File: src/cprsc_pkg.sv
// Shared constants, register map and decode helpers for the static control block
`default_nettype none
package cprsc_pkg;
   // Clock and internal timer
   localparam int CLK_NS = 20;
   localparam int TIMER_NS = 1000000;
   localparam int TIMER_CYC = TIMER_NS / CLK_NS;
   localparam int TEST_DIV = 64;
   // Bus geometry
   localparam int AXI_AW = 8;
   localparam int AXI_DW = 32;
   localparam logic [1:0] RESP_OKAY = 2'b00;
   localparam logic [1:0] RESP_SLVERR = 2'b10;
   // Register word indices (byte address is four times these)
   localparam logic [5:0] IDX_CTRL = 6'h00;
   localparam logic [5:0] IDX_PTR = 6'h01;
   localparam logic [5:0] IDX_HDLC = 6'h02;
   localparam logic [5:0] IDX_INIT = 6'h03;
   localparam logic [5:0] IDX_COUNT = 6'h04;
   localparam logic [5:0] IDX_RATE = 6'h05;
   // Control register fields
   localparam int CTRL_LBR_LSB = 0;
   localparam int CTRL_SRD_LSB = 4;
   localparam int CTRL_STBY = 8;
   localparam int CTRL_AUTO = 9;
   localparam int CTRL_HRST = 10;
   localparam int CTRL_BRST = 11;
   localparam int CTRL_TEST = 12;
   localparam int CTRL_ROLE = 13;
   localparam int RATE_FW = 3;
   localparam logic [31:0] CTRL_WMASK = 32'h0000_3f77;
   localparam logic [31:0] CTRL_RST = 32'h0000_0200;
   // Init and count register fields
   localparam int HFN_W = 8;
   localparam int BFN_W = 12;
   localparam int FN_HFN_LSB = 0;
   localparam int FN_BFN_LSB = 16;
   localparam logic [HFN_W-1:0] HFN_LAST = 8'hff;
   localparam logic [HFN_W-1:0] HFN_RST = 8'h00;
   localparam logic [BFN_W-1:0] BFN_RST = 12'h000;
   // Pointer and HDLC
   localparam int PTR_W = 8;
   localparam logic [PTR_W-1:0] PTR_MAX = 8'h3f;
   localparam int HDLC_N = 5;
   localparam logic [11:0] HDLC_KHZ [HDLC_N] = '{12'h0f0, 12'h1e0, 12'h3c0, 12'h780, 12'h960};
   // Rates in units of 100 kbps
   localparam logic [15:0] RATE_614 = 16'h1800;
   localparam logic [15:0] RATE_1228 = 16'h3000;
   localparam logic [15:0] RATE_2457 = 16'h6000;
   localparam logic [15:0] RATE_3072 = 16'h7800;
   localparam logic [15:0] RATE_NONE = 16'h0000;

   // Turns a rate code into a rate; line select code 3 depends on the variant
   function automatic logic [15:0] rate_x100k(input logic [RATE_FW-1:0] code,
                                              input logic three_g, input logic is_line);
      case (code)
         3'h0: rate_x100k = RATE_614;
         3'h1: rate_x100k = RATE_1228;
         3'h2: rate_x100k = RATE_2457;
         3'h3: rate_x100k = (three_g || !is_line) ? RATE_3072 : RATE_2457;
         default: rate_x100k = RATE_NONE;
      endcase
   endfunction : rate_x100k
endpackage : cprsc_pkg
`default_nettype wire

File: src/cprsc_cnt_if.sv
// Carrier between the register side and the frame number counters
`timescale 1ns/1ns
`default_nettype none
interface cprsc_cnt_if;
   import cprsc_pkg::*;
   logic auto_cnt;
   logic hyp_rst_en;
   logic bfn_rst_en;
   logic load;
   logic sync;
   logic hyper_tick;
   logic [HFN_W-1:0] init_hfn;
   logic [BFN_W-1:0] init_bfn;
   logic [HFN_W-1:0] hfn;
   logic [BFN_W-1:0] bfn;
   modport ctrl (output auto_cnt, hyp_rst_en, bfn_rst_en, load, sync, hyper_tick,
                 output init_hfn, init_bfn, input hfn, bfn);
   modport counter (input auto_cnt, hyp_rst_en, bfn_rst_en, load, sync, hyper_tick,
                    input init_hfn, init_bfn, output hfn, bfn);
endinterface : cprsc_cnt_if
`default_nettype wire

File: src/cprsc_static_ctrl.sv
// Static configuration registers of the radio link core, reached over AXI4-Lite
//
// Added by the designer: the placing of the registers and register access over AXI4-Lite.
`timescale 1ns/1ns
`default_nettype none
// What this block does
// - Line rate code 0,1,2 give 614.4, 1228.8, 2457.6 Mbps; 3 varies by variant.
// - Serdes rate code 0..3 give 614.4 to 3072 Mbps; width 2 or 3 bits.
// - Rising edge of standby force sends the startup machine to Standby.
// - Transmit fast management pointer is used as given; sender keeps it 0 to 63.
// - Five HDLC enables each allow 240, 480, 960, 1920 or 2400 kHz.
// - Automatic count set means transmitted frame numbers advance on their own.
// - Hyperframe init value feeds transmitted words or loads the hyperframe counter.
// - Frame init value feeds transmitted words or loads the frame counter.
// - With its enable set, transmit sync clears the hyperframe number.
// - With its enable set, transmit sync clears the frame number.
// - Test select makes the internal timer run faster.
// - Role select 0 means RE, 1 means REC.
module cprsc_static_ctrl #(
   parameter int RATE_W = 2,
   parameter bit VARIANT_3G = 1'b1,
   parameter int TIMER_CYCLES = cprsc_pkg::TIMER_CYC
) (
   // Clock, reset, enable
   input wire logic I_CLOCK,
   input wire logic I_RST_N,
   input wire logic I_CE,
   // AXI4-Lite write
   input wire logic [cprsc_pkg::AXI_AW-1:0] I_AXI_AWADDR,
   input wire logic I_AXI_AWVALID,
   output logic O_AXI_AWREADY,
   input wire logic [cprsc_pkg::AXI_DW-1:0] I_AXI_WDATA,
   input wire logic [3:0] I_AXI_WSTRB,
   input wire logic I_AXI_WVALID,
   output logic O_AXI_WREADY,
   output logic [1:0] O_AXI_BRESP,
   output logic O_AXI_BVALID,
   input wire logic I_AXI_BREADY,
   // AXI4-Lite read
   input wire logic [cprsc_pkg::AXI_AW-1:0] I_AXI_ARADDR,
   input wire logic I_AXI_ARVALID,
   output logic O_AXI_ARREADY,
   output logic [cprsc_pkg::AXI_DW-1:0] O_AXI_RDATA,
   output logic [1:0] O_AXI_RRESP,
   output logic O_AXI_RVALID,
   input wire logic I_AXI_RREADY,
   // Framing events
   input wire logic I_TX_SYNC,
   input wire logic I_HYPER_TICK,
   // Configuration to the core
   output logic [RATE_W-1:0] O_LINE_RATE_SEL,
   output logic [RATE_W-1:0] O_SERDES_RATE_SEL,
   output logic [15:0] O_LINE_RATE_X100K,
   output logic [15:0] O_SERDES_RATE_X100K,
   output logic O_STANDBY_FORCE,
   output logic [cprsc_pkg::PTR_W-1:0] O_TX_POINTER,
   output logic [cprsc_pkg::HDLC_N-1:0] O_HDLC_EN,
   output logic [11:0] O_HDLC_MAX_KHZ,
   output logic [cprsc_pkg::HFN_W-1:0] O_TX_HFN,
   output logic [cprsc_pkg::BFN_W-1:0] O_TX_BFN,
   output logic O_TIMER_TICK,
   output logic O_TEST_MODE,
   output logic O_ROLE_REC
);
   import cprsc_pkg::*;

   // Refuse shapes the decode and timer cannot serve
   if (RATE_W < 2 || RATE_W > RATE_FW || TIMER_CYCLES < TEST_DIV) begin : g_bad_cfg
      $error("cprsc_static_ctrl: unsupported RATE_W or TIMER_CYCLES");
   end

   // Word index of a byte address
   function automatic logic [5:0] word_idx(input logic [AXI_AW-1:0] a);
      word_idx = a[AXI_AW-1:2];
   endfunction : word_idx

   // Merge write data under byte strobes
   function automatic logic [31:0] merge(input logic [31:0] old, input logic [31:0] d,
                                         input logic [3:0] s);
      for (int b = 0; b < 4; b++) begin
         merge[8*b +: 8] = s[b] ? d[8*b +: 8] : old[8*b +: 8];
      end
   endfunction : merge

   // Bus state
   logic aw_full_r, aw_full_nxt, w_full_r, w_full_nxt;
   logic [AXI_AW-1:0] awaddr_r, awaddr_nxt;
   logic [31:0] wdata_r, wdata_nxt;
   logic [3:0] wstrb_r, wstrb_nxt;
   logic bvalid_r, bvalid_nxt, rvalid_r, rvalid_nxt;
   logic [1:0] bresp_r, bresp_nxt, rresp_r, rresp_nxt;
   logic [31:0] rdata_r, rdata_nxt;
   logic aw_fire, w_fire, ar_fire, wr_fire;
   logic [5:0] wr_idx;
   logic [31:0] wr_data;
   logic [3:0] wr_strb;

   // Register state
   logic [31:0] ctrl_r, ctrl_nxt, ptr_r, ptr_nxt, hdlc_r, hdlc_nxt, init_r, init_nxt;
   logic load_r, load_nxt, stby_q_r, stby_q_nxt, stby_pulse_r, stby_pulse_nxt;

   // Derived outputs and timer
   logic [15:0] line_x_r, line_x_nxt, srd_x_r, srd_x_nxt;
   logic [11:0] hdlc_khz_r, hdlc_khz_nxt;
   logic [31:0] tmr_cnt_r, tmr_cnt_nxt, tmr_limit;
   logic tick_r, tick_nxt;

   cprsc_cnt_if cnt_bus ();

   // Handshakes; ready drops while frozen so nothing is taken unseen
   assign O_AXI_AWREADY = I_CE & ~aw_full_r & ~bvalid_r;
   assign O_AXI_WREADY = I_CE & ~w_full_r & ~bvalid_r;
   assign O_AXI_ARREADY = I_CE & ~rvalid_r;
   assign aw_fire = I_AXI_AWVALID & O_AXI_AWREADY;
   assign w_fire = I_AXI_WVALID & O_AXI_WREADY;
   assign ar_fire = I_AXI_ARVALID & O_AXI_ARREADY;
   assign wr_fire = (aw_full_r | aw_fire) & (w_full_r | w_fire) & ~bvalid_r;
   assign wr_idx = word_idx(aw_full_r ? awaddr_r : I_AXI_AWADDR);
   assign wr_data = w_full_r ? wdata_r : I_AXI_WDATA;
   assign wr_strb = w_full_r ? wstrb_r : I_AXI_WSTRB;

   // Bus next state; address and data are held until both are present
   always_comb begin
      aw_full_nxt = (aw_full_r | aw_fire) & ~wr_fire;
      w_full_nxt = (w_full_r | w_fire) & ~wr_fire;
      awaddr_nxt = aw_fire ? I_AXI_AWADDR : awaddr_r;
      wdata_nxt = w_fire ? I_AXI_WDATA : wdata_r;
      wstrb_nxt = w_fire ? I_AXI_WSTRB : wstrb_r;
      bvalid_nxt = wr_fire | (bvalid_r & ~I_AXI_BREADY);
      bresp_nxt = bresp_r;
      if (wr_fire) begin
         bresp_nxt = (wr_idx <= IDX_RATE) ? RESP_OKAY : RESP_SLVERR;
      end
      rvalid_nxt = ar_fire | (rvalid_r & ~I_AXI_RREADY);
      rdata_nxt = rdata_r;
      rresp_nxt = rresp_r;
      if (ar_fire) begin
         rresp_nxt = RESP_OKAY;
         unique case (word_idx(I_AXI_ARADDR))
            IDX_CTRL: rdata_nxt = ctrl_r;
            IDX_PTR: rdata_nxt = ptr_r;
            IDX_HDLC: rdata_nxt = hdlc_r;
            IDX_INIT: rdata_nxt = init_r;
            IDX_COUNT: rdata_nxt = {4'h0, O_TX_BFN, 8'h00, O_TX_HFN};
            IDX_RATE: rdata_nxt = {srd_x_r, line_x_r};
            default: begin
               rdata_nxt = 32'h0000_0000;
               rresp_nxt = RESP_SLVERR;
            end
         endcase
      end
   end

   // Bus registers
   always_ff @(posedge I_CLOCK) begin
      if (!I_RST_N) begin
         aw_full_r <= 1'b0;
         w_full_r <= 1'b0;
         awaddr_r <= 8'h00;
         wdata_r <= 32'h0000_0000;
         wstrb_r <= 4'h0;
         bvalid_r <= 1'b0;
         bresp_r <= RESP_OKAY;
         rvalid_r <= 1'b0;
         rdata_r <= 32'h0000_0000;
         rresp_r <= RESP_OKAY;
      end else if (I_CE) begin
         aw_full_r <= aw_full_nxt;
         w_full_r <= w_full_nxt;
         awaddr_r <= awaddr_nxt;
         wdata_r <= wdata_nxt;
         wstrb_r <= wstrb_nxt;
         bvalid_r <= bvalid_nxt;
         bresp_r <= bresp_nxt;
         rvalid_r <= rvalid_nxt;
         rdata_r <= rdata_nxt;
         rresp_r <= rresp_nxt;
      end
   end

   // Configuration registers; an init write also reloads the counters
   always_comb begin
      ctrl_nxt = ctrl_r;
      ptr_nxt = ptr_r;
      hdlc_nxt = hdlc_r;
      init_nxt = init_r;
      load_nxt = 1'b0;
      if (wr_fire) begin
         unique case (wr_idx)
            IDX_CTRL: ctrl_nxt = merge(ctrl_r, wr_data, wr_strb) & CTRL_WMASK;
            IDX_PTR: ptr_nxt = merge(ptr_r, wr_data, wr_strb) & 32'h0000_00ff;
            IDX_HDLC: hdlc_nxt = merge(hdlc_r, wr_data, wr_strb) & 32'h0000_001f;
            IDX_INIT: begin
               init_nxt = merge(init_r, wr_data, wr_strb) & 32'h0fff_00ff;
               load_nxt = 1'b1;
            end
            default: ;
         endcase
      end
      stby_q_nxt = ctrl_r[CTRL_STBY];
      stby_pulse_nxt = ctrl_r[CTRL_STBY] & ~stby_q_r;
   end

   always_ff @(posedge I_CLOCK) begin
      if (!I_RST_N) begin
         ctrl_r <= CTRL_RST;
         ptr_r <= 32'h0000_0000;
         hdlc_r <= 32'h0000_0000;
         init_r <= 32'h0000_0000;
         load_r <= 1'b0;
         stby_q_r <= 1'b0;
         stby_pulse_r <= 1'b0;
      end else if (I_CE) begin
         ctrl_r <= ctrl_nxt;
         ptr_r <= ptr_nxt;
         hdlc_r <= hdlc_nxt;
         init_r <= init_nxt;
         load_r <= load_nxt;
         stby_q_r <= stby_q_nxt;
         stby_pulse_r <= stby_pulse_nxt;
      end
   end

   // Rate decode, highest enabled HDLC rate, and the internal timer
   always_comb begin
      line_x_nxt = rate_x100k(RATE_FW'(ctrl_r[CTRL_LBR_LSB +: RATE_W]), VARIANT_3G, 1'b1);
      srd_x_nxt = rate_x100k(RATE_FW'(ctrl_r[CTRL_SRD_LSB +: RATE_W]), VARIANT_3G, 1'b0);
      hdlc_khz_nxt = 12'h000;
      for (int i = 0; i < HDLC_N; i++) begin
         if (hdlc_r[i]) begin
            hdlc_khz_nxt = HDLC_KHZ[i];
         end
      end
      // Test mode shortens the period so a bench sees ticks quickly
      tmr_limit = ctrl_r[CTRL_TEST] ? 32'(TIMER_CYCLES / TEST_DIV) : 32'(TIMER_CYCLES);
      tick_nxt = (tmr_cnt_r >= tmr_limit - 32'h1);
      tmr_cnt_nxt = tick_nxt ? 32'h0 : tmr_cnt_r + 32'h1;
   end

   always_ff @(posedge I_CLOCK) begin
      if (!I_RST_N) begin
         line_x_r <= RATE_614;
         srd_x_r <= RATE_614;
         hdlc_khz_r <= 12'h000;
         tmr_cnt_r <= 32'h0;
         tick_r <= 1'b0;
      end else if (I_CE) begin
         line_x_r <= line_x_nxt;
         srd_x_r <= srd_x_nxt;
         hdlc_khz_r <= hdlc_khz_nxt;
         tmr_cnt_r <= tmr_cnt_nxt;
         tick_r <= tick_nxt;
      end
   end

   // Counter controls
   assign cnt_bus.auto_cnt = ctrl_r[CTRL_AUTO];
   assign cnt_bus.hyp_rst_en = ctrl_r[CTRL_HRST];
   assign cnt_bus.bfn_rst_en = ctrl_r[CTRL_BRST];
   assign cnt_bus.load = load_r;
   assign cnt_bus.sync = I_TX_SYNC;
   assign cnt_bus.hyper_tick = I_HYPER_TICK;
   assign cnt_bus.init_hfn = init_r[FN_HFN_LSB +: HFN_W];
   assign cnt_bus.init_bfn = init_r[FN_BFN_LSB +: BFN_W];

   cprsc_frame_cnt u_cnt (
      .i_clock(I_CLOCK),
      .i_rst_n(I_RST_N),
      .i_ce(I_CE),
      .cnt(cnt_bus)
   );

   // Outputs
   assign O_AXI_BVALID = bvalid_r;
   assign O_AXI_BRESP = bresp_r;
   assign O_AXI_RVALID = rvalid_r;
   assign O_AXI_RDATA = rdata_r;
   assign O_AXI_RRESP = rresp_r;
   assign O_LINE_RATE_SEL = ctrl_r[CTRL_LBR_LSB +: RATE_W];
   assign O_SERDES_RATE_SEL = ctrl_r[CTRL_SRD_LSB +: RATE_W];
   assign O_LINE_RATE_X100K = line_x_r;
   assign O_SERDES_RATE_X100K = srd_x_r;
   assign O_STANDBY_FORCE = stby_pulse_r;
   assign O_TX_POINTER = ptr_r[PTR_W-1:0];
   assign O_HDLC_EN = hdlc_r[HDLC_N-1:0];
   assign O_HDLC_MAX_KHZ = hdlc_khz_r;
   assign O_TX_HFN = cnt_bus.hfn;
   assign O_TX_BFN = cnt_bus.bfn;
   assign O_TIMER_TICK = tick_r;
   assign O_TEST_MODE = ctrl_r[CTRL_TEST];
   assign O_ROLE_REC = ctrl_r[CTRL_ROLE];

   // Checks
   a_rate_line: assert property (@(posedge I_CLOCK) disable iff (!I_RST_N)
      (I_CE && ctrl_r[CTRL_LBR_LSB +: 2] == 2'd2) |=> O_LINE_RATE_X100K == RATE_2457)
      else $error("line rate code 2 not decoded");
   a_rate_serdes: assert property (@(posedge I_CLOCK) disable iff (!I_RST_N)
      (I_CE && ctrl_r[CTRL_SRD_LSB +: 3] == 3'd3) |=> O_SERDES_RATE_X100K == RATE_3072)
      else $error("serdes rate code 3 not decoded");
   a_standby_edge: assert property (@(posedge I_CLOCK) disable iff (!I_RST_N)
      (I_CE && ctrl_r[CTRL_STBY] && !stby_q_r) |=> O_STANDBY_FORCE)
      else $error("standby edge gave no pulse");
   a_standby_level: assert property (@(posedge I_CLOCK) disable iff (!I_RST_N)
      (I_CE && stby_q_r) |=> !O_STANDBY_FORCE)
      else $error("standby level gave a pulse");
   a_pointer_write: assert property (@(posedge I_CLOCK) disable iff (!I_RST_N)
      (I_CE && wr_fire && wr_idx == IDX_PTR && wr_strb[0]) |=> O_TX_POINTER == $past(wr_data[7:0]))
      else $error("pointer write not applied");
   a_hdlc_top: assert property (@(posedge I_CLOCK) disable iff (!I_RST_N)
      (I_CE && hdlc_r[4]) |=> O_HDLC_MAX_KHZ == 12'h960)
      else $error("2400 kHz enable not honoured");
   a_hfn_fixed: assert property (@(posedge I_CLOCK) disable iff (!I_RST_N)
      (I_CE && !ctrl_r[CTRL_AUTO]) |=> O_TX_HFN == $past(init_r[7:0]))
      else $error("hfn not taken from init value");
   a_bfn_load: assert property (@(posedge I_CLOCK) disable iff (!I_RST_N)
      (I_CE && load_r) |=> O_TX_BFN == $past(init_r[27:16]))
      else $error("bfn not loaded from init value");
   a_hfn_sync: assert property (@(posedge I_CLOCK) disable iff (!I_RST_N)
      (I_CE && ctrl_r[CTRL_AUTO] && ctrl_r[CTRL_HRST] && I_TX_SYNC && !load_r)
      |=> O_TX_HFN == 8'h00)
      else $error("sync did not clear hfn");
   a_hfn_keep: assert property (@(posedge I_CLOCK) disable iff (!I_RST_N)
      (I_CE && ctrl_r[CTRL_AUTO] && !ctrl_r[CTRL_HRST] && I_TX_SYNC && !I_HYPER_TICK
       && !load_r) |=> $stable(O_TX_HFN))
      else $error("sync changed hfn while disabled");
   a_bfn_sync: assert property (@(posedge I_CLOCK) disable iff (!I_RST_N)
      (I_CE && ctrl_r[CTRL_AUTO] && ctrl_r[CTRL_BRST] && I_TX_SYNC && !load_r)
      |=> O_TX_BFN == 12'h000)
      else $error("sync did not clear bfn");
   a_timer_bound: assert property (@(posedge I_CLOCK) disable iff (!I_RST_N)
      (I_CE && ctrl_r[CTRL_TEST] && $stable(ctrl_r[CTRL_TEST]))
      |-> tmr_cnt_r < 32'(TIMER_CYCLES / TEST_DIV))
      else $error("test timer overran its short period");
endmodule : cprsc_static_ctrl
`default_nettype wire

File: src/cprsc_frame_cnt.sv
// Transmit hyperframe and node-B frame number counters
`timescale 1ns/1ns
`default_nettype none
module cprsc_frame_cnt (
   // Clock, reset, enable
   input wire logic i_clock,
   input wire logic i_rst_n,
   input wire logic i_ce,
   // Controls in, counts out
   cprsc_cnt_if.counter cnt
);
   import cprsc_pkg::*;

   logic [HFN_W-1:0] hfn_r;
   logic [HFN_W-1:0] hfn_nxt;
   logic [BFN_W-1:0] bfn_r;
   logic [BFN_W-1:0] bfn_nxt;

   // Next counts; a load beats a sync so a fresh start value is never lost
   always_comb begin
      hfn_nxt = hfn_r;
      bfn_nxt = bfn_r;
      if (!cnt.auto_cnt || cnt.load) begin
         hfn_nxt = cnt.init_hfn;
         bfn_nxt = cnt.init_bfn;
      end else begin
         if (cnt.hyper_tick) begin
            hfn_nxt = (hfn_r == HFN_LAST) ? HFN_RST : hfn_r + 8'h01;
            if (hfn_r == HFN_LAST) begin
               bfn_nxt = bfn_r + 12'h001;
            end
         end
         if (cnt.sync && cnt.hyp_rst_en) begin
            hfn_nxt = HFN_RST;
         end
         if (cnt.sync && cnt.bfn_rst_en) begin
            bfn_nxt = BFN_RST;
         end
      end
   end

   // Count registers
   always_ff @(posedge i_clock) begin
      if (!i_rst_n) begin
         hfn_r <= HFN_RST;
         bfn_r <= BFN_RST;
      end else if (i_ce) begin
         hfn_r <= hfn_nxt;
         bfn_r <= bfn_nxt;
      end
   end

   assign cnt.hfn = hfn_r;
   assign cnt.bfn = bfn_r;
endmodule : cprsc_frame_cnt
`default_nettype wire

File: config.mk
export PLATFORM = sky130hd
export DESIGN_NAME = cprsc_static_ctrl
export DESIGN_NICKNAME = d
export VERILOG_FILES = /design/src/cprsc_pkg.sv /design/src/cprsc_cnt_if.sv /design/src/cprsc_static_ctrl.sv /design/src/cprsc_frame_cnt.sv
export SDC_FILE = /design/constraint.sdc
export NUM_CORES = 1
export LEC_CHECK = 0
export ABC_AREA = 1
export BUFFER_PORTS_ARGS = -buffer_cell sky130_fd_sc_hd__buf_2
export CAP_MARGIN = 20
export CORE_MARGIN = 2
export CORE_UTILIZATION = 59
export DETAILED_ROUTE_END_ITERATION = 16
export PLACE_DENSITY = 0.85
export SYNTH_ARGS = -nofsm -noshare
export SYNTH_HDL_FRONTEND = slang
export SYNTH_SLANG_ARGS = --single-unit
export TNS_END_PERCENT = 30
File: constraint.sdc
create_clock -name I_CLOCK -period 3.5 [get_ports I_CLOCK]
set_input_delay 0.525 -clock I_CLOCK [delete_from_list [all_inputs] [get_ports I_CLOCK]]
set_output_delay 0.525 -clock I_CLOCK [all_outputs]
set_load 0.01 [all_outputs]
=== Yosys cells after proc, flatten, opt, wreduce, memory -nomap -nowiden ===
Index checks and enable logic that the tools add are counted.

* Flip-flop bits (word level): 225
* Bits of input ports: 62
* Output and inout port bits: 126
* Word-level logic and storage cells: 125

* Add/sub/neg operators: 4
* Magnitude comparators: 2
* Equality and inequality tests: 15
* Mux-type cells: 25
* Bitwise logic cells: 27
* Reductions and logical operators: 25

{| class="wikitable"
|+ Operators by type and width
! kind !! number
|-
| case mux 32 bit (6 select lines) || 1
|-
| case mux 16 bit (4 select lines) || 2
|-
| 2-to-1 mux 12 bit || 8
|-
| 2-to-1 mux 8 bit || 6
|-
| adder 32 x 1 -> 32 bit, second input constant || 1
|-
| greater-or-equal comparator 32 bit || 1
|-
| 2-to-1 mux 32 bit || 1
|-
| 2-to-1 mux 28 bit || 1
|-
| AND reduction 4 bit || 7
|-
| equality test 6 x 2 -> 1 bit, second input constant || 4
|-
| subtractor 16 x 1 -> 17 bit, second input constant || 1
|-
| 2-to-1 mux 16 bit || 1
|-
| bitwise AND 1 bit || 15
|-
| adder 12 x 1 -> 12 bit, second input constant || 1
|-
| equality test 6 x 1 -> 1 bit, second input constant || 2
|-
| equality test 6 x 3 -> 1 bit, second input constant || 2
|-
| logical NOT 6 bit || 2
|-
| AND reduction 2 bit || 5
|-
| nonzero test 3 bit || 3
|-
| adder 8 x 1 -> 8 bit, second input constant || 1
|-
| equality test 2 bit, second input constant || 4
|-
| equality test 8 bit, second input constant || 1
|-
| inverter 1 bit || 8
|-
| <= comparator 6 x 3 -> 1 bit, second input constant || 1
|-
| 11 further kinds || 19
|}

=== Logic depth before layout (Yosys ltp) ===
Gate-level depths: netlist (run 1).

* Word-level depth: 9
* Depth in mapped cells: 13
* Depth with buffers taken out: 12

=== Cells and area by module ===
From an unflattened synthesis (run 1), not the netlist that was laid out.

* Cells, all modules: 1357
* Area, all modules: 9233.9 µm²

{| class="wikitable"
|+ By module, submodules not included
! module !! instances !! cells each !! area an instance (µm²) !! sequential area each (µm²)
|-
| cprsc_static_ctrl || 1 || 1119 || 7795.0 || 3383.2
|-
| cprsc_frame_cnt || 1 || 238 || 1438.9 || 400.4
|}

=== Worst setup path before layout (run 1) ===
Ideal clock, no wire load.

* Kind: input port to flip-flop
* From: in I_CE
* To: reg init_r[21]
* Setup time: 115 ps
* Arrival: 1561 ps
* Data required time: 3385 ps
* Slack: 1824 ps
* Cell stages on the path: 10
* Buffers on the path: 1
* Cells stage by stage: inv_2 -> nor2_8 -> nand3_4 -> nand2_1 -> nand3_4 -> nor2_4 -> buf_6 -> nand3_1 -> nand2_1 -> nor2_1

* Word-level cells in the longest chain between the ends: 7
* Elaborated cells between the ends (all ways): 11
* Those cells by class: bitwise (10); reduce/logical (1)

{| class="wikitable"
|+ Ends and longest elaborated chain
! element !! line !! text
|-
| from (decl) || cprsc_static_ctrl.sv:27 || <nowiki>input wire logic I_CE,</nowiki>
|-
| bitwise AND 1 bit (on tied branches) (2 in a row) || cprsc_static_ctrl.sv:111, cprsc_static_ctrl.sv:112 ||
|-
| bitwise AND 1 bit (on tied branches) || cprsc_static_ctrl.sv:114, cprsc_static_ctrl.sv:115 ||
|-
| bitwise OR 1 bit || cprsc_static_ctrl.sv:117 || <nowiki>assign wr_fire = (aw_full_r | aw_fire) & (w_full_r | w_fire) & ~bvalid_r;</nowiki>
|-
| bitwise AND 1 bit (2 in a row) || cprsc_static_ctrl.sv:117 ||
|-
| AND reduction 4 bit (no line) * || - ||
|-
| to (signal assigned) || cprsc_static_ctrl.sv:217 || <nowiki>init_r <= init_nxt;</nowiki>
|-
| to (decl) || cprsc_static_ctrl.sv:99 || <nowiki>logic [31:0] ctrl_r, ctrl_nxt, ptr_r, ptr_nxt, hdlc_r, hdlc_nxt, init_r, init_nxt;</nowiki>
|}

Mark *: on every way between the ends. The rest lies on a longest branch, timed or not.
A chain may end at the register's enable or synchronous reset.

=== Worst setup path after layout (run 1) ===
* From: reg w_full_r
* To: reg init_r[7]

* Word-level cells in the longest chain between the ends: 8
* Elaborated cells between the ends (all ways): 10
* Those cells by class: mux (2); bitwise (7); reduce/logical (1)

{| class="wikitable"
|+ Ends and longest elaborated chain
! element !! line !! text
|-
| from (decl) || cprsc_static_ctrl.sv:86 || <nowiki>logic aw_full_r, aw_full_nxt, w_full_r, w_full_nxt;</nowiki>
|-
| from (signal assigned) || cprsc_static_ctrl.sv:169 || <nowiki>w_full_r <= w_full_nxt;</nowiki>
|-
| inverter 1 bit || cprsc_static_ctrl.sv:112 || <nowiki>assign O_AXI_WREADY = I_CE & ~w_full_r & ~bvalid_r;</nowiki>
|-
| bitwise AND 1 bit (2 in a row) || cprsc_static_ctrl.sv:112 ||
|-
| bitwise AND 1 bit || cprsc_static_ctrl.sv:115 || <nowiki>assign w_fire = I_AXI_WVALID & O_AXI_WREADY;</nowiki>
|-
| bitwise OR 1 bit || cprsc_static_ctrl.sv:117 ||
|-
| bitwise AND 1 bit (2 in a row) || cprsc_static_ctrl.sv:117 ||
|-
| AND reduction 4 bit (no line) || - ||
|}

Several ways; a longest one is shown, not always the timed one.

==> qor.yml, run 1 <==
synthesis:
  synth-xor-area-share: 0.01065
  ys_seq_area_frac: 0.4183
  synthAdderAreaFrac: 0.02213
  yosys.area.top_type: "dfxtp_1"
  synthArstFlopShare: 0
  synth_area_leaders: "dfxtp_1 (42%), nand2_1 (11%), nor2_1 (10%)"
  synth-simple-area-share: 0.2876
  synth_edf_count: 0
  yosysMostFrequentCell: "nand2_1"
  synth.avg_cell_area_um2: 7.122
  synth-compound-area-share: 0.1394
  syn_area_mm2: 0.009045
  yosysWarnings: 0
  synth_common_cells: "nand2_1 (254), nor2_1 (241), dfxtp_1 (189)"
  synthCells: 1270
  synth_flop_cell: "dfxtp_1"
  synth_top_family_by_area: "simple AND/OR/NAND/NOR gates"
  synth_top_area_frac: 0.4183
  synthMuxAreaShare: 0.02324
  synthDistinctLibCells: 44
  ys_ff_latch: 189
final_layout:
  fin_util: 0.6768
  drive_above_1_share: 0.1526
  syn_to_final_growth_pct: 12.91
  fill_cells: 1302
  nets: 1461
sta:
  fin_crit_ps: 2375
  fmax_mhz: 421.0
  hold_viol: 0
  finalSetupViolCount: 0
  rsz0062_at_grt: "no"
  setup-tns-final_ps: 0
  skew_ps: 9.667
  tightest_slew_ps: 987.6
  slew_viol_final: 0
  relSlewSlack: 0.3416
  finalCritPeriodShare: 0.6787
floorplan:
  initial_core_util: 0.5994
  rows: 45
  die_area_mm2: 0.01634
  fp.dieW_um: 127.8
  io_pins: 188
  die_h_um: 127.8
  coreArea_mm2: 0.01509
clock_tree:
  post_cts_buffers: 0
  cts_tree: "yes"
  clk_latency_ps: 430
  cts.sinks: 189
  cts_resized: 0
  cts_max_level: 4
  cts-buffers-inserted: 17
  ctsHoldBuffers: 0
  root_buffer: "clkbuf_16"
  clk_path_buf_depth: 2
  clk_pin_slew_ps: 60
setup_path:
  cp.arrival_ps: 2700
  startpoint: "w_full_r$_SDFFE_PN0P_"
  startpoint_type: "register"
  rrSetupSlack_ps: 1120
  ff2ff_path_depth: 9
  endpoint: "init_r[7]$_SDFFE_PN0P_"
  timing.rr.start: "w_full_r$_SDFFE_PN0P_"
  cp-end-kind: "register"
  regToRegEndpoint: "init_r[7]$_SDFFE_PN0P_"
  crit_required_ps: 3820
  crit_fanout: 32
  path_class: "register to register"
drt:
  drtAntennaViolNets: 0
  routedWlPerCell_um: 14.44
  drtIter0Drc: 631
  drt-total-wl_um: 22900
  drc: 0
  dr.pass1.iters: 5
  vias_per_cell: 5.369
  via_count: 8510
power_and_ir_drop:
  switching_share: 0.2513
  p_leak_nw: 4.520
  clock_power_share: 0.408
  p_int_mw: 3.378
  powerDensity_mw_per_mm2: 441.8
  p_seq_frac: 0.500
  peakVddDrop_uv: 359.9
  pwr-share-comb: 0.092
  p_switching_mw: 1.134
global_route:
  overflow: 0
  grtUsageTotal: 0.2818
  grt_first_pass_wirelength_um: 36630
  antenna_found_initial: 1
  grt_pass1_vias: 7411
  grt_max_degree: 98
run:
  maxCapViolCount: 0
status:
  status: "complete, no violations"
min_path:
  min-delay-path-class: "input port to register"
  hold_depth: 3
place:
  hpwlAfterDp_um: 16130
  place_congestion: 0.9431
  port_buffers: 145
routing by layer:
layer | vias to the layer above | GRT usage | wire (µm) | part of all wire
met5 | - | 0 | 0 | 0
met4 | 0 | 0.1054 | 516 | 0.023
met3 | 41 | 0.04841 | 1865 | 0.081
met2 | 361 | 0.4338 | 10210 | 0.45
met1 | 3823 | 0.3987 | 10300 | 0.45
li1 | 4285 | - | - | -
area by class of cell:
type	count	area, µm²	area share
multi-input cells	929	4489	0.4396
clock buffers	22	474.2	0.04643
diodes	1	2.502	0.0002450
repair buffers	153	785.8	0.07694
inverters	93	351.6	0.03443
clock inverters	10	90.09	0.008821
flip-flops and latches	189	3784	0.3705
well taps	188	235.2	0.02303
worst max-delay path: stages (launching register included):
cell     delay (ps)
dfxtp_1         480
inv_2           230
nand3_1          90
buf_4           220
nand2_1         140
nand3_4         180
nor2_4          570
nand3_1         160
nand2_1         110
nor2_1           60
power groups by stage:
| stage | Combinational, mW | Sequential, mW | Clock (mW) |
|---|---|---|---|
| finish | 0.417 | 2.25 | 1.84 |
| global route | 0.468 | 2.26 | 1.95 |
| CTS | 0.414 | 2.25 | 1.86 |
| detailed placement | 0.410 | 2.30 | 0 |
| global placement | 0.404 | 2.30 | 0 |
| floorplan | 0.318 | 2.30 | 0 |
worst min path at each step:
stage / start / endpoint
2_1_floorplan: tmr_cnt_r[17]$_SDFFE_PN0P_ / tmr_cnt_r[17]$_SDFFE_PN0P_
3_3_place_gp: tmr_cnt_r[17]$_SDFFE_PN0P_ / tmr_cnt_r[17]$_SDFFE_PN0P_
3_5_place_dp: tmr_cnt_r[17]$_SDFFE_PN0P_ / tmr_cnt_r[17]$_SDFFE_PN0P_
4_1_cts: I_AXI_WSTRB[0] / wstrb_r[0]$_SDFFE_PN0P_
5_1_grt: I_AXI_WDATA[26] / wdata_r[26]$_SDFFE_PN0P_
6_report: I_AXI_WSTRB[0] / wstrb_r[0]$_SDFFE_PN0P_
registers in the layout, summed over array words and instances (netlist names), 12 cells and up:
name           flops
tmr_cnt_r         32
O_AXI_RDATA       30
u_cnt.cnt.bfn     12
ctrl_r            12
wdata_r           26
init_r            20
per-stage QoR:
step / worst slack [ps] / cell area [µm²] / total power [mW] / cells / hold slack (ps)
6_report: 1125 / 10210 / 4.512 / 1585 / 347.6
5_1_grt: 836.2 / 10210 / 4.681 / 1585 / 371.8
2_1_floorplan: 1824 / 9161 / 2.616 / 1301 / 419.0
4_1_cts: 845.1 / 10200 / 4.527 / 1583 / 342.4
3_3_place_gp: 874.7 / 9638 / 2.703 / 1551 / 426.1
3_5_place_dp: 845.9 / 9638 / 2.711 / 1551 / 429.2
layout by cell type, fill, tap and decap left out, types with 8 or more instances in the layout:
| cell type | instances |
|---|---|
| inv_1 | 84 |
| conb_1 | 32 |
| nand3_1 | 79 |
| a21oi_1 | 86 |
| nand4_1 | 10 |
| xor2_1 | 8 |
| buf_2 | 145 |
| ha_1 | 16 |
| o21ai_0 | 119 |
| nor2_1 | 241 |
| dfxtp_1 | 189 |
| clkbuf_16 | 17 |
| nand2_1 | 254 |
| o22ai_1 | 9 |
| mux2i_1 | 21 |
logic make-up (layout without fill, tap and decap cells):
group | Yosys count | count (layout)
multiplexers | 21 | 21
XOR/XNOR | 11 | 11
other | 1 | 33
buffers and inverters | 183 | 278
adder cells (fa/ha/maj) | 16 | 16
flip-flops | 189 | 189
AO/OA/AOI/OAI | 237 | 237
AND/OR/NAND/NOR | 612 | 612
Note: power is estimated with default switching activity, not from simulation.
==> run 2, diff against run 1 <==
--- a/config.mk
+++ b/config.mk
@@ -9,9 +9,9 @@
 export BUFFER_PORTS_ARGS = -buffer_cell sky130_fd_sc_hd__buf_2
 export CAP_MARGIN = 20
 export CORE_MARGIN = 2
-export CORE_UTILIZATION = 59
+export CORE_UTILIZATION = 50
 export DETAILED_ROUTE_END_ITERATION = 16
-export PLACE_DENSITY = 0.85
+export PLACE_DENSITY = 0.77
 export SYNTH_ARGS = -nofsm -noshare
 export SYNTH_HDL_FRONTEND = slang
 export SYNTH_SLANG_ARGS = --single-unit
==> constraint.sdc (replaced) <==
create_clock -name I_CLOCK -period 2.08 [get_ports I_CLOCK]
set_input_delay 0.312 -clock I_CLOCK [delete_from_list [all_inputs] [get_ports I_CLOCK]]
set_output_delay 0.312 -clock I_CLOCK [all_outputs]
set_load 0.01 [all_outputs]
==> run 2 against run 1 <==
Fmax rose by 29%. Clock skew is essentially flat. Largest power group unchanged. Register-to-register slack got worse by 890 ps.
==> qor.yml, run 2 (synthesis gave the netlist of run 1 again) <==
status:
  status: "complete, no violations"
sta:
  slew_viol_final: 0  # unchanged
  fin_crit_ps: 1848  # -527.9 ps
  skew_ps: 9.374  # -0.2931 ps
  finalCritPeriodShare: 0.8882  # +0.2095
  tightest_slew_ps: 566.3  # -421.3 ps
  hold_ws_ps: 137.2  # -210.5 ps
  rsz0062_at_grt: "no"
  relSlewSlack: 0.6219  # +0.2803
  fmax_mhz: 541.3  # +29%
  finalSetupViolCount: 0  # unchanged
  hold_viol: 0  # unchanged
  setup-tns-final_ps: 0  # unchanged
drt:
  routedWlPerCell_um: 14.40  # -0.33%
  drt-total-wl_um: 23650  # +3.3%
  dr.pass1.iters: 5  # unchanged
  via_count: 8473  # -0.43%
  vias_per_cell: 5.157  # -3.9%
  drc: 0  # unchanged
  drtIter0Drc: 642  # +1.7%
  drtAntennaViolNets: 0  # unchanged
floorplan:
  fp.dieW_um: 138.5  # +8.4%
  io_pins: 188  # unchanged
  initial_core_util: 0.5070  # -0.09244
  die_area_mm2: 0.01918  # +17%
  rows: 49  # +8.9%
  die_h_um: 138.5  # +8.4%
  coreArea_mm2: 0.01784  # +18%
clock_tree:
  clk_latency_ps: 430  # about the same
  cts.sinks: 189  # unchanged
  clk_pin_slew_ps: 70  # about the same
  cts_tree: "yes"
  post_cts_buffers: 0  # unchanged
  cts-buffers-inserted: 17  # unchanged
  cts_max_level: 4  # unchanged
  clk_path_buf_depth: 2  # unchanged
  root_buffer: "clkbuf_16"
min_path:
  min_to: "wstrb_r[1]$_SDFFE_PN0P_"
  min-delay-path-class: "input port to register"
  worstHoldStart: "I_AXI_WSTRB[1]"
  hold_depth: 3  # unchanged
power_and_ir_drop:
  p_leak_nw: 4.637  # +2.6%
  powerDensity_mw_per_mm2: 751.3  # +70%
  peakVddDrop_uv: 579.2  # +61%
  finalPower_mw: 7.883  # +75%
final_layout:
  top_register: "tmr_cnt_r"
  syn_to_final_growth_pct: 16.01
  nets: 1479  # +1.2%
  fill_cells: 1692  # +30%
  antenna_cells: 0  # -1
  layout_commonest_cell: "nand2_1"
  layout_common_cells: "nand2_1 (254), nor2_1 (241), dfxtp_1 (187)"
  final_area_mm2: 0.01049  # +2.7%
  drive_above_1_share: 0.1669  # +0.01432
  largest_reg_flops: 32  # unchanged
setup_path:
  cp.arrival_ps: 2170  # -530 ps
  cp-end-kind: "register"
  regToRegEndpoint: "u_cnt.cnt.bfn[9]$_SDFFE_PN0P_"
  crit_required_ps: 2400  # -1420 ps
  path_cells: "inv_1 -> nor2_4 -> nand2_1 -> clkinv_1 -> nand2_1 -> nand2_1 -> clkinvlp_4 -> o21ai_0 -> nor2_1"
  timing.rr.start: "ctrl_r[9]$_SDFFE_PN1P_"
  critPathSlowestCell: "dfxtp_1"
  startpoint_type: "register"
  path_class: "register to register"
  rrSetupSlack_ps: 230  # -890 ps
  crit_top_cell: "nand2_1"
  max_stage_delay_ps: 430  # -140 ps
  crit_fanout: 12  # -63%
  ff2ff_path_depth: 9  # unchanged
global_route:
  grtUsageTotal: 0.2451  # -0.03678
  grt_max_degree: 71  # -28%
  antenna_found_initial: 0  # -1
  overflow: 0  # unchanged
  grt_first_pass_wirelength_um: 38450  # +5.0%
  grt_pass1_vias: 7605  # +2.6%
place:
  place_congestion: 0.9981  # +5.8%
  port_buffers: 145  # unchanged
  hpwlAfterDp_um: 17170  # +6.5%
  place_area_mm2: 0.009882  # +2.5%
run:
  maxCapViolCount: 0  # unchanged
==> run 2: cell types whose count changed in the layout (fill, tap and decap cells not counted), sizes merged <==
cell,before,now
inv,92,98
clkinv,7,3
diode,1,0
bufinv,1,2
clkbuf,23,19
buf,152,171
==> run 2: report_power, final <==
group / switching (mW) / internal, mW / total (mW) / leakage (nW)
Combinational: 0.491 / 0.252 / 0.743 / 2.81
Clock: 1.49 / 1.87 / 3.36 / 0.295
Sequential: 0.0668 / 3.72 / 3.78 / 1.54
Total: 2.05 / 5.84 / 7.88 / 4.64
==> run 2: stage by stage <==
step | util | setup slack [ps] | cells
global placement | 0.5539 | 236.3 | 1611
global route | 0.5881 | 66.71 | 1643
finish | 0.5881 | 232.5 | 1643
CTS | 0.5878 | 177.5 | 1643
floorplan | - | 406.9 | 1301
detailed placement | 0.5539 | 196.0 | 1611
==> run 2: timing repair <==
action                                  in CTS  in global routing
endpoints found under the setup margin       0                  5
hold buffers                                 0                  0
gates resized for setup                      0                  3
==> run 2: layout make-up <==
cell class,count,area (µm²),share of cell area
clock buffer,19,452.9,0.04317
sequential,189,3786,0.3608
timing repair buffer,171,970.9,0.09253
tap,229,286.5,0.02731
multi-input combinational,929,4489,0.4279
inverter,93,355.3,0.03387
clock inverter,13,151.4,0.01443
==> run 2: worst max-delay path by stage <==
stage,start,endpoint,cells past startpoint
3_5_place_dp,aw_full_r$_SDFFE_PN0P_,init_r[21]$_SDFFE_PN0P_,10
3_3_place_gp,I_AXI_ARADDR[7],O_AXI_RDATA[16]$_SDFFE_PN0P_,9
4_1_cts,aw_full_r$_SDFFE_PN0P_,init_r[27]$_SDFFE_PN0P_,10
6_report,ctrl_r[9]$_SDFFE_PN1P_,u_cnt.cnt.bfn[9]$_SDFFE_PN0P_,9
2_1_floorplan,ctrl_r[12]$_SDFFE_PN0P_,tmr_cnt_r[7]$_SDFFE_PN0P_,11
5_1_grt,ctrl_r[9]$_SDFFE_PN1P_,u_cnt.cnt.bfn[5]$_SDFFE_PN0P_,9
==> run 2: layer usage <==
metal	GRT usage	routed length [µm]
met4	0.07841	434
met5	0	0
met1	0.3394	10910
met3	0.05126	1759
met2	0.3848	10550
==> run 2: critical path: cells and delay by family (launching register included) <==
| family | cells | cell delay [ps] |
|---|---|---|
| buffers and inverters | 3 | 440 |
| flip-flops | 1 | 430 |
| AO/OA/AOI/OAI | 1 | 210 |
| AND/OR/NAND/NOR | 5 | 660 |
==> run 3, diff against run 2 <==
==> constraint.sdc (replaced) <==
create_clock -name I_CLOCK -period 2.08 [get_ports I_CLOCK]
set_input_delay 0.208 -clock I_CLOCK [delete_from_list [all_inputs] [get_ports I_CLOCK]]
set_output_delay 0.208 -clock I_CLOCK [all_outputs]
set_load 0.01 [all_outputs]
==> run 3 against run 2 <==
Clock-buffer cell count down 1. Clock power down 6.0%. Die area unchanged. Critical endpoint is now tmr_cnt_r[5]$_SDFFE_PN0P_. Highest routed layer unchanged.
==> qor.yml, run 3 (synthesis gave the netlist of run 1 again) <==
power_and_ir_drop:
  powerDensity_mw_per_mm2: 734.8  # -2.2%
  p_leak_nw: 4.611  # -0.56%
  peakVddDrop_uv: 609.9  # +5.3%
  finalPower_mw: 7.681  # -2.6%
clock_tree:
  root_buffer: "clkbuf_16"
  cts_max_level: 4  # unchanged
  clk_path_buf_depth: 2  # unchanged
  cts-buffers-inserted: 17  # unchanged
  cts_resized: 0  # unchanged
  clk_latency_ps: 440  # about the same
  cts_tree: "yes"
  post_cts_buffers: 0  # unchanged
  ctsHoldBuffers: 0  # unchanged
  clk_pin_slew_ps: 70  # about the same
  cts.sinks: 189  # unchanged
place:
  port_buffers: 145  # unchanged
  dpl_worst_slack_ps: 182.4  # -13.64 ps
  place_inst: 1611  # unchanged
  place_area_mm2: 0.009882  # unchanged
  place_congestion: 0.9917  # -0.64%
  hpwlAfterDp_um: 17430  # +1.5%
setup_path:
  path_class: "register to register"
  cp.arrival_ps: 2250  # +80 ps
  cp-end-kind: "register"
  crit_fanout: 17  # +5
  crit_required_ps: 2450  # +50 ps
  startpoint_type: "register"
final_layout:
  layout_common_cells: "nand2_1 (254), nor2_1 (241), dfxtp_1 (188)"
  fin_util: 0.5859  # -0.002244
  largest_reg_flops: 32  # unchanged
  final_area_mm2: 0.01045  # -0.38%
  nets: 1479  # unchanged
  drive_above_1_share: 0.1655  # -0.001414
  top_register: "tmr_cnt_r"
  syn_to_final_growth_pct: 15.56
  fin_cells: 1644  # +0.061%
  layout_commonest_cell: "nand2_1"
sta:
  fin_crit_ps: 1875  # +27.02 ps
  finalCritPeriodShare: 0.9012  # +0.01299
  hold_viol: 0  # unchanged
  rsz0062_at_grt: "no"
  skew_ps: 7.025  # -2.349 ps
  relSlewSlack: 0.3293  # -0.2926
  setup-tns-final_ps: 0  # unchanged
  slew_viol_final: 0  # unchanged
  fmax_mhz: 533.5  # -1.4%
  hold_ws_ps: 32.64  # -104.5 ps
  fin_ws_ps: 205.5  # -27.02 ps
  tightest_slew_ps: 1006  # +439.8 ps
  finalSetupViolCount: 0  # unchanged
run:
  maxCapViolCount: 0  # unchanged
drt:
  drc: 0  # unchanged
  via_count: 8539  # +0.78%
  dr.pass1.iters: 5  # unchanged
  routedWlPerCell_um: 14.42  # +0.15%
  drtIter0Drc: 685  # +6.7%
  drtAntennaViolNets: 0  # unchanged
  drt-total-wl_um: 23700  # +0.21%
  vias_per_cell: 5.194  # +0.72%
global_route:
  grt_first_pass_wirelength_um: 38580  # +0.36%
  grt_max_degree: 67  # -5.6%
  overflow: 0  # unchanged
  antenna_found_initial: 0  # unchanged
  grtUsageTotal: 0.2455  # +0.0004439
  grt_pass1_vias: 7587  # -0.24%
floorplan:
  die_area_mm2: 0.01918  # unchanged
  die_h_um: 138.5  # unchanged
  io_pins: 188  # unchanged
  initial_core_util: 0.5070  # unchanged
  rows: 49  # unchanged
  fp.dieW_um: 138.5  # unchanged
  coreArea_mm2: 0.01784  # unchanged
min_path:
  min-delay-path-class: "input port to register"
status:
  status: "complete, no violations"
==> run 3: layer usage <==
metal / GRT usage / routed length (µm) / part of all wire
met2: 0.3762 / 10460 / 0.44
met3: 0.04468 / 1730 / 0.073
met5: 0 / 0 / 0
met4: 0.07304 / 446 / 0.019
met1: 0.3542 / 11070 / 0.47
==> run 3: power by group <==
group          switching (mW)  internal (mW)
Clock                    1.48           1.68
Combinational           0.491          0.248
Sequential             0.0668           3.72
Total                    2.04           5.64
==> run 3: cell type report <==
type / count / area [µm²]
fillers: 1703 / 7388
clock buffers: 18 / 429.2
clock inverters: 14 / 133.9
well taps: 229 / 286.5
multi-input cells: 929 / 4489
inverters: 93 / 355.3
repair buffers: 171 / 970.9
diodes: 1 / 2.502
flip-flops and latches: 189 / 3785
==> run 3: path summary, 6_finish.rpt <==
check / startpoint / to / slack (ps) / cells past startpoint
worst max-delay path: ctrl_r[12]$_SDFFE_PN0P_ / tmr_cnt_r[5]$_SDFFE_PN0P_ / 210 / 9
worst min-delay path: I_AXI_WSTRB[3] / wstrb_r[3]$_SDFFE_PN0P_ / 30 / 3
worst max register to register: ctrl_r[12]$_SDFFE_PN0P_ / tmr_cnt_r[5]$_SDFFE_PN0P_ / 210 / 9
worst min register to register: tmr_cnt_r[24]$_SDFFE_PN0P_ / tmr_cnt_r[24]$_SDFFE_PN0P_ / 440 / 2
==> run 3: worst max-delay path: stages (launching register included) <==
cell and delay [ps]:
dfxtp_1 570, ha_1 340, a21oi_1 130, o21ai_0 100
nor2_1 110, nand4_1 100, nand2_1 90, nand2_1 90
buf_12 180, nor2_1 80
